**config.mk**
```make
export PLATFORM = sky130hd
export DESIGN_NAME = dpc_core
export DESIGN_NICKNAME = d
export VERILOG_FILES = /design/src/common/dpc_pkg.sv /design/src/core/dpc_core.sv /design/src/core/dpc_pin_sync.sv
export SDC_FILE = /design/constraint.sdc
export NUM_CORES = 1
export LEC_CHECK = 0
export ABC_CLOCK_PERIOD_IN_PS = 3000
export BUFFER_PORTS_ARGS = -buffer_cell sky130_fd_sc_hd__buf_2
export CAP_MARGIN = 20
export CORE_MARGIN = 2
export CORE_UTILIZATION = 30
export DETAILED_ROUTE_END_ITERATION = 7
export MAX_ROUTING_LAYER = met4
export PLACE_DENSITY = 0.46
export RECOVER_POWER = 100
export SLEW_MARGIN = 20
export SYNTH_ARGS = -nofsm -noshare
export SYNTH_HDL_FRONTEND = slang
export SYNTH_HIERARCHICAL = 1
export SYNTH_SLANG_ARGS = --single-unit
```
**constraint.sdc**
```tcl
create_clock -name core_clk_in -period 3 [get_ports core_clk_in]
set_clock_uncertainty 0.15 [all_clocks]
set_input_delay 0.6 -clock core_clk_in [delete_from_list [all_inputs] [get_ports core_clk_in]]
set_output_delay 0.6 -clock core_clk_in [all_outputs]
set_load 0.1 [all_outputs]
```
**src/common/dpc_pkg.sv**
```systemverilog
// Constants, field layouts and carrier types of the converter pin and register control
// Notes on behaviour
// - While the reset pin is low the device stays in reset and ignores all frames.
// - A rising reset pin edge restores every register to its power-on default.
// - Preset pin held low overwrites the code register with the preset value continuously.
// - A falling preset pin edge copies the preset value into the code register.
// - Preset high and load strobe low or falling: output follows the code register.
// - Output stays at preset while preset is low or rises with load strobe high.
// - Rising load strobe edge with preset high leaves the output unchanged.
// - Preset register supplies the output value for the preset pin or software preset.
// - Preset value uses the same code format as the code register.
// - Preset register is zero after power-on or reset.
// - Buffer select 0 powers the amplifier up and puts feedback resistors in series.
// - Buffer select 1, the default, powers the amplifier down, resistors in parallel.
// - Ground clamp 0 releases the clamp and runs the converter normally.
// - Ground clamp 1, the default, clamps output to ground and floats the converter.
// - Any reset forces ground clamp mode with the converter floating.
// - While ground clamp is 1, writes to the converter high-impedance bit are ignored.
// - Frames are 24 bits MSB first: read flag, 3-bit address, 20 data bits.
// - Code format defaults to 0, twos complement; 1 selects offset binary.
// - Converter high-impedance bit defaults to 1; 0 selects normal operation.
// - Serial-out disable defaults to 0, output enabled; 1 floats the serial output.
package dpc_pkg;

  // ----------------------------------------------------------------
  // Frame layout
  // ----------------------------------------------------------------
  localparam int FRAME_BITS = 24;
  localparam int CODE_BITS = 18;
  localparam int DATA_BITS = 20;
  localparam int RW_POS = 23;
  localparam int ADDR_MSB = 22;
  localparam int ADDR_LSB = 20;
  localparam int DATA_MSB = 19;
  localparam int CODE_LSB = 2;

  // Register addresses
  localparam logic [2:0] ADDR_NOP = 3'h0;
  localparam logic [2:0] ADDR_CODE = 3'h1;
  localparam logic [2:0] ADDR_MODE = 3'h2;
  localparam logic [2:0] ADDR_PRESET = 3'h3;
  localparam logic [2:0] ADDR_STROBE = 3'h4;

  // Mode control field positions
  localparam int MODE_BUF_POS = 1;
  localparam int MODE_CLAMP_POS = 2;
  localparam int MODE_HIZ_POS = 3;
  localparam int MODE_FMT_POS = 4;
  localparam int MODE_SDO_POS = 5;

  // Software strobe field positions
  localparam int STROBE_RESET_POS = 2;
  localparam int STROBE_PRESET_POS = 1;
  localparam int STROBE_LOAD_POS = 0;

  // Reset values
  localparam logic BUF_RST = 1'b1;
  localparam logic CLAMP_RST = 1'b1;
  localparam logic HIZ_RST = 1'b1;
  localparam logic FMT_RST = 1'b0;
  localparam logic SDO_DIS_RST = 1'b0;
  localparam logic [17:0] PRESET_RST = 18'h00000;
  localparam logic [17:0] CODE_RST = 18'h00000;
  localparam logic FMT_TWOS = 1'b0;

  // ----------------------------------------------------------------
  // Carrier types
  // ----------------------------------------------------------------
  typedef struct packed {
    logic serial_out_disable;
    logic code_format_select;
    logic converter_hiz;
    logic output_ground_clamp;
    logic feedback_buffer_select;
  } dpc_mode_t;

  typedef struct packed {
    logic reset_n;
    logic output_preset_n;
    logic load_strobe_n;
    logic sync_n;
    logic sclk;
    logic sdin;
  } dpc_pins_t;

  localparam int PIN_COUNT = 6;
  localparam logic [5:0] PINS_IDLE = 6'h3e;

  typedef enum logic {LINK_IDLE, LINK_SHIFT} dpc_link_state_t;

endpackage : dpc_pkg

```
**src/core/dpc_core.sv**
```systemverilog
// Control pins, serial frames and registers of the 18-bit converter
module dpc_core
  import dpc_pkg::*;
#(
  parameter int SYNC_STAGES = 2
) (
  input wire logic core_clk_in,
  input wire logic srst_in,
  input wire logic reset_n_in,
  input wire logic output_preset_n_in,
  input wire logic load_strobe_n_in,
  input wire logic sync_n_in,
  input wire logic sclk_in,
  input wire logic sdin_in,
  output logic sdo_out,
  output logic sdo_oe_out,
  output logic [17:0] dac_level_out,
  output logic [17:0] output_code_out,
  output logic converter_hiz_out,
  output logic output_ground_clamp_out,
  output logic internal_amplifier_en_out,
  output logic feedback_series_out
);

  // ----------------------------------------------------------------
  // Elaboration checks
  // ----------------------------------------------------------------
  if (SYNC_STAGES < 2) begin : g_bad_sync
    $error("dpc_core needs at least two synchroniser stages");
  end

  // ----------------------------------------------------------------
  // Helper functions
  // ----------------------------------------------------------------

  // Code register value to straight binary for the converter
  function automatic logic [17:0] to_straight(input logic [17:0] code, input logic fmt);
    logic [17:0] res;
    res = code;
    if (fmt == FMT_TWOS) begin
      res[17] = ~code[17];
    end
    return res;
  endfunction : to_straight

  // Mode fields to their bit positions in the data field
  function automatic logic [19:0] pack_mode(input dpc_mode_t m);
    logic [19:0] res;
    res = 20'h00000;
    res[MODE_BUF_POS] = m.feedback_buffer_select;
    res[MODE_CLAMP_POS] = m.output_ground_clamp;
    res[MODE_HIZ_POS] = m.converter_hiz;
    res[MODE_FMT_POS] = m.code_format_select;
    res[MODE_SDO_POS] = m.serial_out_disable;
    return res;
  endfunction : pack_mode

  // ----------------------------------------------------------------
  // Pin synchronisation
  // ----------------------------------------------------------------
  dpc_pins_t pins_raw;
  dpc_pins_t lvl;
  dpc_pins_t rise;
  dpc_pins_t fall;

  assign pins_raw = {reset_n_in, output_preset_n_in, load_strobe_n_in,
                     sync_n_in, sclk_in, sdin_in};

  // All pins cross into the core clock before use
  dpc_pin_sync #(
    .WIDTH(PIN_COUNT),
    .STAGES(SYNC_STAGES),
    .IDLE(PINS_IDLE)
  ) u_pin_sync (
    .core_clk_in(core_clk_in),
    .srst_in(srst_in),
    .raw_in(pins_raw),
    .level_out(lvl),
    .rise_out(rise),
    .fall_out(fall)
  );

  // ----------------------------------------------------------------
  // Reset hold
  // ----------------------------------------------------------------
  logic sw_reset_q;
  logic rst_hold;

  // Reset pin low, its rising edge, software reset or core reset
  assign rst_hold = srst_in | ~lvl.reset_n | rise.reset_n | sw_reset_q;

  // ----------------------------------------------------------------
  // Serial frame receiver
  // ----------------------------------------------------------------
  dpc_link_state_t link_q;
  logic [4:0] bit_cnt_q;
  logic [23:0] shift_q;
  logic frame_ok;
  logic frame_rw;
  logic [2:0] frame_addr;
  logic [19:0] frame_data;
  logic frame_end;

  // Frame framing and bit capture on falling serial clock
  always_ff @(posedge core_clk_in) begin
    if (rst_hold) begin
      link_q <= LINK_IDLE;
      bit_cnt_q <= 5'h00;
      shift_q <= 24'h000000;
    end else begin
      case (link_q)
        LINK_IDLE: begin
          if (fall.sync_n) begin
            link_q <= LINK_SHIFT;
            bit_cnt_q <= 5'h00;
          end
        end
        LINK_SHIFT: begin
          if (rise.sync_n) begin
            link_q <= LINK_IDLE;
          end else if (fall.sclk && bit_cnt_q != 5'(FRAME_BITS + 1)) begin
            shift_q <= {shift_q[22:0], lvl.sdin};
            bit_cnt_q <= bit_cnt_q + 5'h01;
          end
        end
        default: begin
          link_q <= LINK_IDLE;
        end
      endcase
    end
  end

  // Frame end and acceptance of exactly 24 bits
  assign frame_end = (link_q == LINK_SHIFT) & rise.sync_n;
  assign frame_ok = frame_end & (bit_cnt_q == 5'(FRAME_BITS)) & ~rst_hold;
  assign frame_rw = shift_q[RW_POS];
  assign frame_addr = shift_q[ADDR_MSB:ADDR_LSB];
  assign frame_data = shift_q[DATA_MSB:0];

  // Decoded write strobes
  logic wr_code;
  logic wr_mode;
  logic wr_preset;
  logic wr_strobe;

  assign wr_code = frame_ok & ~frame_rw & (frame_addr == ADDR_CODE);
  assign wr_mode = frame_ok & ~frame_rw & (frame_addr == ADDR_MODE);
  assign wr_preset = frame_ok & ~frame_rw & (frame_addr == ADDR_PRESET);
  assign wr_strobe = frame_ok & ~frame_rw & (frame_addr == ADDR_STROBE);

  // ----------------------------------------------------------------
  // Mode control register
  // ----------------------------------------------------------------
  dpc_mode_t mode_q;

  // Field updates; reserved bits are not stored
  always_ff @(posedge core_clk_in) begin
    if (rst_hold) begin
      mode_q.feedback_buffer_select <= BUF_RST;
      mode_q.output_ground_clamp <= CLAMP_RST;
      mode_q.converter_hiz <= HIZ_RST;
      mode_q.code_format_select <= FMT_RST;
      mode_q.serial_out_disable <= SDO_DIS_RST;
    end else if (wr_mode) begin
      mode_q.feedback_buffer_select <= frame_data[MODE_BUF_POS];
      mode_q.output_ground_clamp <= frame_data[MODE_CLAMP_POS];
      mode_q.code_format_select <= frame_data[MODE_FMT_POS];
      mode_q.serial_out_disable <= frame_data[MODE_SDO_POS];
      if (!frame_data[MODE_CLAMP_POS]) begin
        mode_q.converter_hiz <= frame_data[MODE_HIZ_POS];
      end
    end
  end

  // ----------------------------------------------------------------
  // Preset register
  // ----------------------------------------------------------------
  logic [17:0] preset_q;

  // Preset value write
  always_ff @(posedge core_clk_in) begin
    if (rst_hold) begin
      preset_q <= PRESET_RST;
    end else if (wr_preset) begin
      preset_q <= frame_data[DATA_MSB:CODE_LSB];
    end
  end

  // ----------------------------------------------------------------
  // Software strobes
  // ----------------------------------------------------------------
  logic sw_load_q;
  logic sw_preset_q;

  // One-cycle pulses from the strobe register
  always_ff @(posedge core_clk_in) begin
    if (srst_in) begin
      sw_reset_q <= 1'b0;
      sw_load_q <= 1'b0;
      sw_preset_q <= 1'b0;
    end else begin
      sw_reset_q <= wr_strobe & frame_data[STROBE_RESET_POS];
      sw_load_q <= wr_strobe & frame_data[STROBE_LOAD_POS];
      sw_preset_q <= wr_strobe & frame_data[STROBE_PRESET_POS];
    end
  end

  // ----------------------------------------------------------------
  // Code update and preset logic
  // ----------------------------------------------------------------
  logic [17:0] input_hold_q;
  logic pending_q;
  logic [17:0] output_code_q;
  logic preset_now;
  logic xfer;

  // Preset pin low, or software preset while load strobe is high
  assign preset_now = ~lvl.output_preset_n
                    | (sw_preset_q & lvl.load_strobe_n);

  // Load strobe low level or software load, blocked while preset pin is low
  assign xfer = pending_q & lvl.output_preset_n
              & (~lvl.load_strobe_n | sw_load_q);

  // Serial value held until the next update
  always_ff @(posedge core_clk_in) begin
    if (rst_hold) begin
      input_hold_q <= CODE_RST;
    end else if (wr_code) begin
      input_hold_q <= frame_data[DATA_MSB:CODE_LSB];
    end
  end

  // Pending update; a new write wins over the clear
  always_ff @(posedge core_clk_in) begin
    if (rst_hold) begin
      pending_q <= 1'b0;
    end else if (wr_code) begin
      pending_q <= 1'b1;
    end else if (xfer || preset_now) begin
      pending_q <= 1'b0;
    end
  end

  // Code register driving the converter
  always_ff @(posedge core_clk_in) begin
    if (rst_hold) begin
      output_code_q <= CODE_RST;
    end else if (preset_now) begin
      output_code_q <= preset_q;
    end else if (xfer) begin
      output_code_q <= input_hold_q;
    end
  end

  // ----------------------------------------------------------------
  // Readback
  // ----------------------------------------------------------------
  logic [23:0] out_q;
  logic rd_armed_q;
  logic [19:0] rd_data;

  // Data field of the addressed register
  always_comb begin
    rd_data = 20'h00000;
    case (frame_addr)
      ADDR_CODE: rd_data = {output_code_q, 2'b00};
      ADDR_MODE: rd_data = pack_mode(mode_q);
      ADDR_PRESET: rd_data = {preset_q, 2'b00};
      default: rd_data = 20'h00000;
    endcase
  end

  // Load on a read frame, shift on falling serial clock of the next
  always_ff @(posedge core_clk_in) begin
    if (rst_hold) begin
      out_q <= 24'h000000;
      rd_armed_q <= 1'b0;
    end else if (frame_ok && frame_rw && frame_addr != ADDR_NOP) begin
      out_q <= {1'b1, frame_addr, rd_data};
      rd_armed_q <= 1'b1;
    end else if (frame_end) begin
      rd_armed_q <= 1'b0;
    end else if (link_q == LINK_SHIFT && fall.sclk && rd_armed_q) begin
      out_q <= {out_q[22:0], 1'b0};
    end
  end

  // Serial output driven only inside a frame that follows a read
  assign sdo_out = out_q[23];
  assign sdo_oe_out = rd_armed_q & (link_q == LINK_SHIFT)
                    & ~mode_q.serial_out_disable;

  // ----------------------------------------------------------------
  // Analog control outputs
  // ----------------------------------------------------------------

  // Registered converter code and switch controls
  always_ff @(posedge core_clk_in) begin
    if (rst_hold) begin
      dac_level_out <= to_straight(CODE_RST, FMT_RST);
      output_code_out <= CODE_RST;
      converter_hiz_out <= 1'b1;
      output_ground_clamp_out <= 1'b1;
      internal_amplifier_en_out <= ~BUF_RST;
      feedback_series_out <= ~BUF_RST;
    end else begin
      dac_level_out <= to_straight(output_code_q, mode_q.code_format_select);
      output_code_out <= output_code_q;
      converter_hiz_out <= mode_q.output_ground_clamp
                         | mode_q.converter_hiz;
      output_ground_clamp_out <= mode_q.output_ground_clamp;
      internal_amplifier_en_out <= ~mode_q.feedback_buffer_select;
      feedback_series_out <= ~mode_q.feedback_buffer_select;
    end
  end

endmodule : dpc_core

```
**src/core/dpc_pin_sync.sv**
```systemverilog
// Multi-stage pin synchroniser with edge detection
module dpc_pin_sync
  import dpc_pkg::*;
#(
  parameter int WIDTH = PIN_COUNT,
  parameter int STAGES = 2,
  parameter logic [WIDTH-1:0] IDLE = '0
) (
  input wire logic core_clk_in,
  input wire logic srst_in,
  input wire logic [WIDTH-1:0] raw_in,
  output logic [WIDTH-1:0] level_out,
  output logic [WIDTH-1:0] rise_out,
  output logic [WIDTH-1:0] fall_out
);

  // ----------------------------------------------------------------
  // Elaboration checks
  // ----------------------------------------------------------------
  if (STAGES < 2) begin : g_bad_stages
    $error("dpc_pin_sync needs at least two stages");
  end
  if (WIDTH < 1) begin : g_bad_width
    $error("dpc_pin_sync needs a width of at least one");
  end

  logic [WIDTH-1:0] stage_q [STAGES];
  logic [WIDTH-1:0] prev_q;

  // Shift chain; first stage feeds only the second
  always_ff @(posedge core_clk_in) begin
    if (srst_in) begin
      for (int i = 0; i < STAGES; i++) begin
        stage_q[i] <= IDLE;
      end
    end else begin
      stage_q[0] <= raw_in;
      for (int i = 1; i < STAGES; i++) begin
        stage_q[i] <= stage_q[i-1];
      end
    end
  end

  // Previous settled level for edge finding
  always_ff @(posedge core_clk_in) begin
    if (srst_in) begin
      prev_q <= IDLE;
    end else begin
      prev_q <= stage_q[STAGES-1];
    end
  end

  // Settled level and one-cycle edge pulses
  assign level_out = stage_q[STAGES-1];
  assign rise_out = stage_q[STAGES-1] & ~prev_q;
  assign fall_out = ~stage_q[STAGES-1] & prev_q;

endmodule : dpc_pin_sync
```
; Word-level counts from Yosys, hierarchy flattened
; Memory sizes are Yosys's and may differ from the RTL's.
; Index checks and enable logic that the tools add are counted.
; W data, S select, Z words.
[word_totals]
regBits = 163
latchBits = 0
ram_bits = 12
rom_bits = 0
input_bits = 8
output_inout_bits = 42
elab_cells = 112
n_memories = 1
[classes]
n_addsub = 1
multipliers = 0
div = 0
magnitude_cmp = 0
n_eq_ne = 10
shifts = 0
mux = 23
n_bitwise = 39
reduce_logical = 15
[mem_list]
columns = name, words, word_bits, rd, rd_clocked_by_memory_dff, wr, line
row1 = u_pin_sync.stage_q, 2, 6, 2, 0, 2, dpc_pin_sync.sv:27  ; logic [WIDTH-1:0] stage_q [STAGES];
[ops]
columns = op, n
row1 = $mux W24, 3
row2 = $pmux W20 S3, 1
row3 = $mux W18, 2
row4 = $and A1 B1 Y1, 16
row5 = $mux W5, 3
row6 = $mux W6, 2
row7 = $not A1 Y1, 11
row8 = $mux W1, 10
row9 = $pmux W5 S2, 1
row10 = $or A1 B1 Y1, 8
row11 = $reduce_bool A2 Y1, 4
row12 = $and A6 B6 Y6, 1
row13 = $eq A3 B2 Y1 const B, 2
row14 = $not A6 Y6, 1
row15 = $reduce_and A3 Y1, 2
row16 = $add A5 B1 Y5 const B, 1
row17 = $eq A5 B5 Y1 const B, 1
row18 = $logic_and A1 B1 Y1, 5
row19 = $ne A5 B5 Y1 const B, 1
row20 = $ne A2 B1 Y1 const B, 2
row21 = $ne A2 B2 Y1 const B, 2
row22 = $reduce_and A2 Y1, 2
row23 = $and A3 B3 Y3, 1
row24 = $eq A3 B1 Y1 const B, 1
row25 = other kinds (5), 5

; Logic depth before layout (Yosys ltp)
; Gate-level depths: netlist of run 1.
[logic_depth]
word_depth = 10
mapped_depth = 8
mapped_depth_nobuf = 6

; By module
; Netlist of run 1, hierarchy kept.
[modules_own_cells]
columns = mod, instances, cells_per_inst, area_each_um2, seq_area_each_um2
row1 = dpc_core, 1, 605, 5701.7, 2782.7
row2 = dpc_pin_sync, 1, 55, 611.8, 360.3

; Least setup slack after synthesis of run 1
; Ideal clock, no wire load.
[synth_path]
path_type = input -> register
from = in srst_in
to = reg input_hold_q[10]
setup_ns = 0.128
arrival_ns = 2.113
required_time_ns = 2.722
path_slack_ns = 0.610
path_stages = 7
path_buffers = 3
cell_sequence = or4b_1 buf_2 nor4_2 buf_6 buf_12 mux2i_1 nor2_1
[synth_via]
elab_chain_cells = 7
[synth_rtl]
columns = item, line
row1 = from (decl), dpc_core.sv:8  ; input wire logic srst_in,
row2 = $or A1 B1 Y1 * (3 in series), dpc_core.sv:90  ; assign rst_hold = srst_in | ~lvl.reset_n | rise.reset_n | sw_reset_q;
row3 = $not A1 Y1, dpc_core.sv:135  ; assign frame_ok = frame_end & (bit_cnt_q == 5'(FRAME_BITS)) & ~rst_hold;
row4 = $and A1 B1 Y1, dpc_core.sv:135
row5 = $and A1 B1 Y1 (2 in series), dpc_core.sv:146  ; assign wr_code = frame_ok & ~frame_rw & (frame_addr == ADDR_CODE);
row6 = to (signal assigned), dpc_core.sv:230  ; input_hold_q <= frame_data[DATA_MSB:CODE_LSB];
row7 = to (decl), dpc_core.sv:211  ; logic [17:0] input_hold_q;
; Mark *: on every way between the ends. The rest lies on a longest branch, timed or not.
; A chain may end at the register's enable or synchronous reset.

==> results of run 1 <==
-- state kept, by name (all words and copies together), names as in the netlist, 3 cells and up --
name / count
bit_cnt_q: 5
dac_level_out: 18
input_hold_q: 18
mode_q: 5
out_q: 23
output_code_q: 18
preset_q: 18
shift_q: 24
u_pin_sync/prev_q: 3
u_pin_sync/stage_q: 12
-- metal layers --
layer	global-route usage [%]	up-vias	wire length (µm)
met5	-	-	0
met4	5.10	0	214
met3	2.87	17	484
met2	21.2	84	6320
met1	18.5	2081	6980
li1	-	2253	-
-- stage by stage --
step           util [%]  hold slack [ns]  instances
2_1_floorplan         -            0.233        644
5_1_grt            35.1            0.189        946
4_1_cts            35.6            0.184        946
3_5_place_dp       32.3            0.242        914
6_report           35.1            0.206        946
3_3_place_gp       32.3            0.241        914
-- power by group through the flow --
| stage | combinational, mW | clock [mW] | sequential [mW] |
|---|---|---|---|
| 6_report | 0.203 | 2.36 | 2.08 |
| 5_1_grt | 0.219 | 2.50 | 2.09 |
| 4_1_cts | 0.213 | 2.41 | 2.08 |
| 3_5_place_dp | 0.213 | 0 | 2.13 |
| 3_3_place_gp | 0.211 | 0 | 2.13 |
| 2_1_floorplan | 0.135 | 0 | 2.16 |
-- path summary, 6_finish.rpt --
path / startpoint / endpoint / slack, ns / cells past startpoint
min reg2reg: u_pin_sync/stage_q[0][2] / u_pin_sync/stage_q[0][8] / 0.25 / 1
max: u_pin_sync/stage_q[0][11] / out_q[20] / 0.43 / 5
max reg2reg: u_pin_sync/stage_q[0][11] / out_q[20] / 0.43 / 5
min: sync_n_in / u_pin_sync/stage_q[0][2] / 0.21 / 2
-- worst register-to-register path: stages, from the launching register on --
cell and delay, ns:
dfxtp_1 0.32, nor2b_1 0.14, or4b_1 0.85, or4_4 0.75, nor2_1 0.15, a211oi_2 0.06
-- cell type report --
cell class / instances / area [µm²] / share of cell area (%)
Sequential cell: 154 / 3080 / 43.4
Multi-Input combinational cell: 418 / 2680 / 37.8
Clock buffer: 21 / 460 / 6.48
Tap cell: 270 / 338 / 4.75
Timing Repair Buffer: 67 / 330 / 4.65
Clock inverter: 11 / 193 / 2.71
Inverter: 5 / 18.8 / 0.264
==> results by group, run 1 <==
Power and ir drop
  – Net Sw Power: 1.01 mW
  – Sequential power share: 44.9%
  – Comb power frac: 4.4%
  – Power Density: 653 nW/µm²
  – Internal Dissipation: 3.63 mW
  – Sw Ratio: 21.8%
  – LEAKAGE: 2.85 nW
  – Clk pwr share: 50.7%
  – Peak VDD IR: 0.377 mV
  – Power Total: 4.64 mW

STA
  – Max_slew headroom: 22.2%
  – Final WS setup: 0.429 ns
  – Final period util: 85.7%
  – Setup TNS Final: 0 ns
  – RSZ-0062 raised after global routing: false
  – Post-route minimum period: 2.57 ns
  – Achievable frequency: 0.389 GHz
  – Slew @ Worst Pin: 1.17 ns
  – Final Max Slew Viols: 0
  – Final setup viols: 0
  – Fin. Hold Viols: 0

Layout
  – Post-layout nets: 674
  – Final instance area: 7110 µm²
  – Inserted Diodes: 0
  – P&R area growth vs syn: 15.2%
  – Commonest non-fill, non-tap cells in the layout: dfxtp_1, nor2_1, mux2i_1
  – Share of layout cells above drive strength 1: 10.9%
  – Commonest non-fill, non-tap cell in the layout: dfxtp_1
  – FILL cells: 2041

CTS
  – CTS sink cnt: 154
  – Resized Gates After CTS: 0
  – Root Driver: clkbuf_16
  – Htree depth: 4
  – Worst-path clk slew: 0.06 ns
  – Hold-fix buffers, CTS: 0
  – CTS tree: built
  – Clk buf depth: 2
  – Num CTS Buffers: 17
  – Post-CTS setup repair buffer count: 0
  – Clk_lat worst skew: 0.42 ns

Route
  – DR WL/cell: 14.8 µm
  – Drt drc: 0
  – Vias: 4435
  – Final WL: 14000 µm
  – Iter 0 DRT Violations: 234
  – First-pass detailed-route iteration total: 6
  – Final ANT Viol Nets: 0
  – DR vias/cell: 4.69

Setup path
  – Critical path's top delay family: simple AND/OR/NAND/NOR gates
  – Crit path DAT: 2.69 ns
  – Worst path required time: 3.12 ns
  – Worst-path fanout max: 15
  – Buffer and inverter count on the worst path: 0
  – CP Launch Type: flop
  – Max incr delay on CP: 0.85 ns
  – Worst path slowest cell: or4b_1
  – CP Cell Sequence: nor2b_1 -> or4b_1 -> or4_4 -> nor2_1 -> a211oi_2
  – Crit Path Category: flop to flop
  – CP Capture Type: flop

Die
  – Placeable Area: 20200 µm²
  – Die area: 21700 µm²
  – Die Wd: 147 µm
  – Total I/O pin count: 50
  – Starting Density: 30.5%
  – # rows: 52
  – Chip height: 147 µm

Placed design
  – Placement Cell Area: 6540 µm²
  – Hpwl dp: 9000 µm
  – RePlAce Congestion: 0.744
  – PortBufs: 49
  – Pre-CTS WS: 0.422 ns

Global routing
  – Initial antenna violation count: 0
  – Vias in the first global route: 4335
  – GRT Util Overall: 14.0%
  – First-pass GRT wire length: 23300 µm
  – Global route total overflow: 0
  – Largest net degree at the start of global routing: 44

Hold path
  – HP Class: input pin to flop

Run status
  – Status: completed

Yosys
  – Syn nets: 655
  – Cell area after synthesis: 6170 µm²
  – Syn. warnings: 6
  – Avg Inst Size Synth: 9.58 µm²
  – Cells after Synth: 644

Job
  – # Max-Cap Violations: 0
Power figures use the tool's default switching activity.
==> inputs of run 2 (changes only) <==
--- a/config.mk
+++ b/config.mk
@@ -14,6 +14,7 @@
 export MAX_ROUTING_LAYER = met4
 export PLACE_DENSITY = 0.46
 export RECOVER_POWER = 100
+export REMOVE_ABC_BUFFERS = 1
 export SLEW_MARGIN = 20
 export SYNTH_ARGS = -nofsm -noshare
 export SYNTH_HDL_FRONTEND = slang
==> run 2 against run 1 <==
Effect of this change: die area unchanged; count of clock-buffer cells in the layout is 2 lower; clock power is 14% lower; final cell count is 0.11% higher; wire length shrank 1.7%; sequential share of layout area up 0.51 points; fmax is 0.50% lower; via count up 0.52%; total power fell by 6.8%; combinational power about the same; first-iteration DRC count shrank 6.0%; highest routed layer unchanged.
==> results by group, run 2 (same netlist as run 1, synthesis figures left out) <==
Run status
  – Status: completed

Setup path
  – Crit path DAT: 2.75 ns (+0.06 ns)
  – CP Launch Type: flop
  – Cells on worst reg2reg path: 6 (+1)
  – CP Capture Type: flop
  – Worst path required time: 3.17 ns (+0.05 ns)
  – Worst-path fanout max: 15 (unchanged)
  – Crit Path Category: flop to flop

Route
  – Met2 wire len: 6310 µm (-0.21%)
  – Final ANT Viol Nets: 0 (unchanged)
  – M1 wire length: 6850 µm (-1.8%)
  – Final WL: 13800 µm (-1.7%)
  – First-pass detailed-route iteration total: 4 (-2)
  – DR WL/cell: 14.5 µm (-1.8%)
  – Drt drc: 0 (unchanged)
  – Vias: 4458 (+0.52%)
  – Top layer in use: met4
  – Met3 WL: 418 µm (-14%)
  – Iter 0 DRT Violations: 220 (-6.0%)
  – DR vias/cell: 4.71 (+0.41%)

CTS
  – Clk_lat worst skew: 0.42 ns (about the same)
  – Worst-path clk slew: 0.06 ns (about the same)
  – Clk buf depth: 2 (unchanged)
  – CTS sink cnt: 154 (unchanged)
  – Post-CTS setup repair buffer count: 0 (unchanged)
  – Root Driver: clkbuf_16
  – CTS tree: built
  – Htree depth: 4 (unchanged)
  – Resized Gates After CTS: 0 (unchanged)
  – Num CTS Buffers: 17 (unchanged)
  – Hold-fix buffers, CTS: 0 (unchanged)

Global routing
  – GRT Util Overall: 13.5% (-0.52 points)
  – First-pass GRT wire length: 22300 µm (-4.2%)
  – Largest net degree at the start of global routing: 54 (+23%)
  – Global route total overflow: 0 (unchanged)
  – Initial antenna violation count: 0 (unchanged)
  – Vias in the first global route: 4219 (-2.7%)

Placed design
  – Placed cell count: 915 (+0.11%)
  – RePlAce Congestion: 0.750 (+0.86%)
  – PortBufs: 49 (unchanged)
  – Hpwl dp: 8480 µm (-5.7%)
  – Placement Cell Area: 6540 µm² (about the same)

Power and ir drop
  – Power Total: 4.33 mW (-6.8%)
  – Peak VDD IR: 0.410 mV (+8.8%)
  – Comb power frac: 4.7% (+0.3 points)
  – Clk pwr share: 47.2% (-3.5 points)
  – Net Sw Power: 1.05 mW (+3.9%)
  – Internal Dissipation: 3.28 mW (-9.8%)
  – Power Density: 616 nW/µm² (-5.7%)
  – Sw Ratio: 24.3% (+2.5 points)
  – Sequential power share: 48.1% (+3.2 points)
  – LEAKAGE: 2.82 nW (-1.2%)

Layout
  – Largest regs: shift_q (24), out_q (23)
  – Commonest non-fill, non-tap cells in the layout: dfxtp_1, nor2_1, mux2i_1
  – P&R area growth vs syn: 13.9%
  – Final instance area: 7020 µm² (-1.2%)
  – Post-layout nets: 675 (+0.15%)
  – Commonest non-fill, non-tap cell in the layout: dfxtp_1
  – Finished Layout Cells: 947 (+0.11%)
  – Biggest register: shift_q
  – Max FFs per register: 24 (unchanged)
  – Share of layout cells above drive strength 1: 11.4% (+0.43 points)
  – Inserted Diodes: 0 (unchanged)

STA
  – Final period util: 86.1% (+0.43 points)
  – Worst hold margin: 0.195 ns (-0.0117 ns)
  – Fin. Hold Viols: 0 (unchanged)
  – Slew @ Worst Pin: 1.19 ns (+0.0134 ns)
  – Final setup viols: 0 (unchanged)
  – Post-route minimum period: 2.58 ns (+0.0129 ns)
  – Setup TNS Final: 0 ns (unchanged)
  – Achievable frequency: 0.387 GHz (-0.50%)
  – RSZ-0062 raised after global routing: false
  – Max_slew headroom: 21.3% (-0.89 points)
  – Final Max Slew Viols: 0 (unchanged)

Die
  – Placeable Area: 20200 µm² (unchanged)
  – Chip height: 147 µm (unchanged)
  – Total I/O pin count: 50 (unchanged)
  – Die area: 21700 µm² (unchanged)
  – # rows: 52 (unchanged)
  – Die Wd: 147 µm (unchanged)
  – Starting Density: 30.5% (unchanged)

Job
  – # Max-Cap Violations: 0 (unchanged)

Hold path
  – Hold path depth: 2 (unchanged)
  – HP Class: input pin to flop
-- run 2: through the flow --
step | utilization (%) | setup slack (ns)
2_1_floorplan | - | -3.40
3_3_place_gp | 32.3 | 0.403
3_5_place_dp | 32.3 | 0.375
4_1_cts | 35.1 | 0.640
5_1_grt | 34.7 | 0.257
6_report | 34.7 | 0.416
-- run 2: layer usage --
| metal | global-route usage (%) | up-vias |
|---|---|---|
| met4 | 4.62 | 0 |
| li1 | - | 2244 |
| met2 | 21.1 | 72 |
| met3 | 2.87 | 15 |
| met5 | - | - |
| met1 | 17.3 | 2127 |
-- run 2: power groups by stage --
| stage | registers (mW) | clock network [mW] | logic [mW] |
|---|---|---|---|
| 6_report | 2.08 | 2.04 | 0.203 |
| 5_1_grt | 2.09 | 2.18 | 0.219 |
| 4_1_cts | 2.08 | 2.11 | 0.214 |
| 3_5_place_dp | 2.13 | 0 | 0.213 |
| 3_3_place_gp | 2.13 | 0 | 0.211 |
| 2_1_floorplan | 2.20 | 0 | 0.0781 |
-- run 2: critical path: stages, from the launching register on --
cell and delay (ns):
dfxtp_1 0.32, nor2b_1 0.14, or4b_1 0.82, nor4_4 0.35
clkbuf_2 0.37, o22ai_1 0.17, o211a_1 0.14
-- run 2: area by class of cell --
cell class / instances / area, µm²
sequential: 154 / 3080
clock inverter: 13 / 121
fill: 2067 / 13200
clock buffer: 19 / 443
inverter: 5 / 18.8
multi-input combinational: 418 / 2700
tap: 270 / 338
timing repair buffer: 68 / 319
-- run 2: path summary, 6_finish.rpt --
kind                                                start                  endpoint  slack, ns
worst min-delay path                           reset_n_in  u_pin_sync/stage_q[0][5]       0.19
worst max register to register  u_pin_sync/stage_q[0][11]                 out_q[13]       0.42
worst max-delay path            u_pin_sync/stage_q[0][11]                 out_q[13]       0.42
worst min register to register   u_pin_sync/stage_q[0][1]  u_pin_sync/stage_q[0][7]       0.26
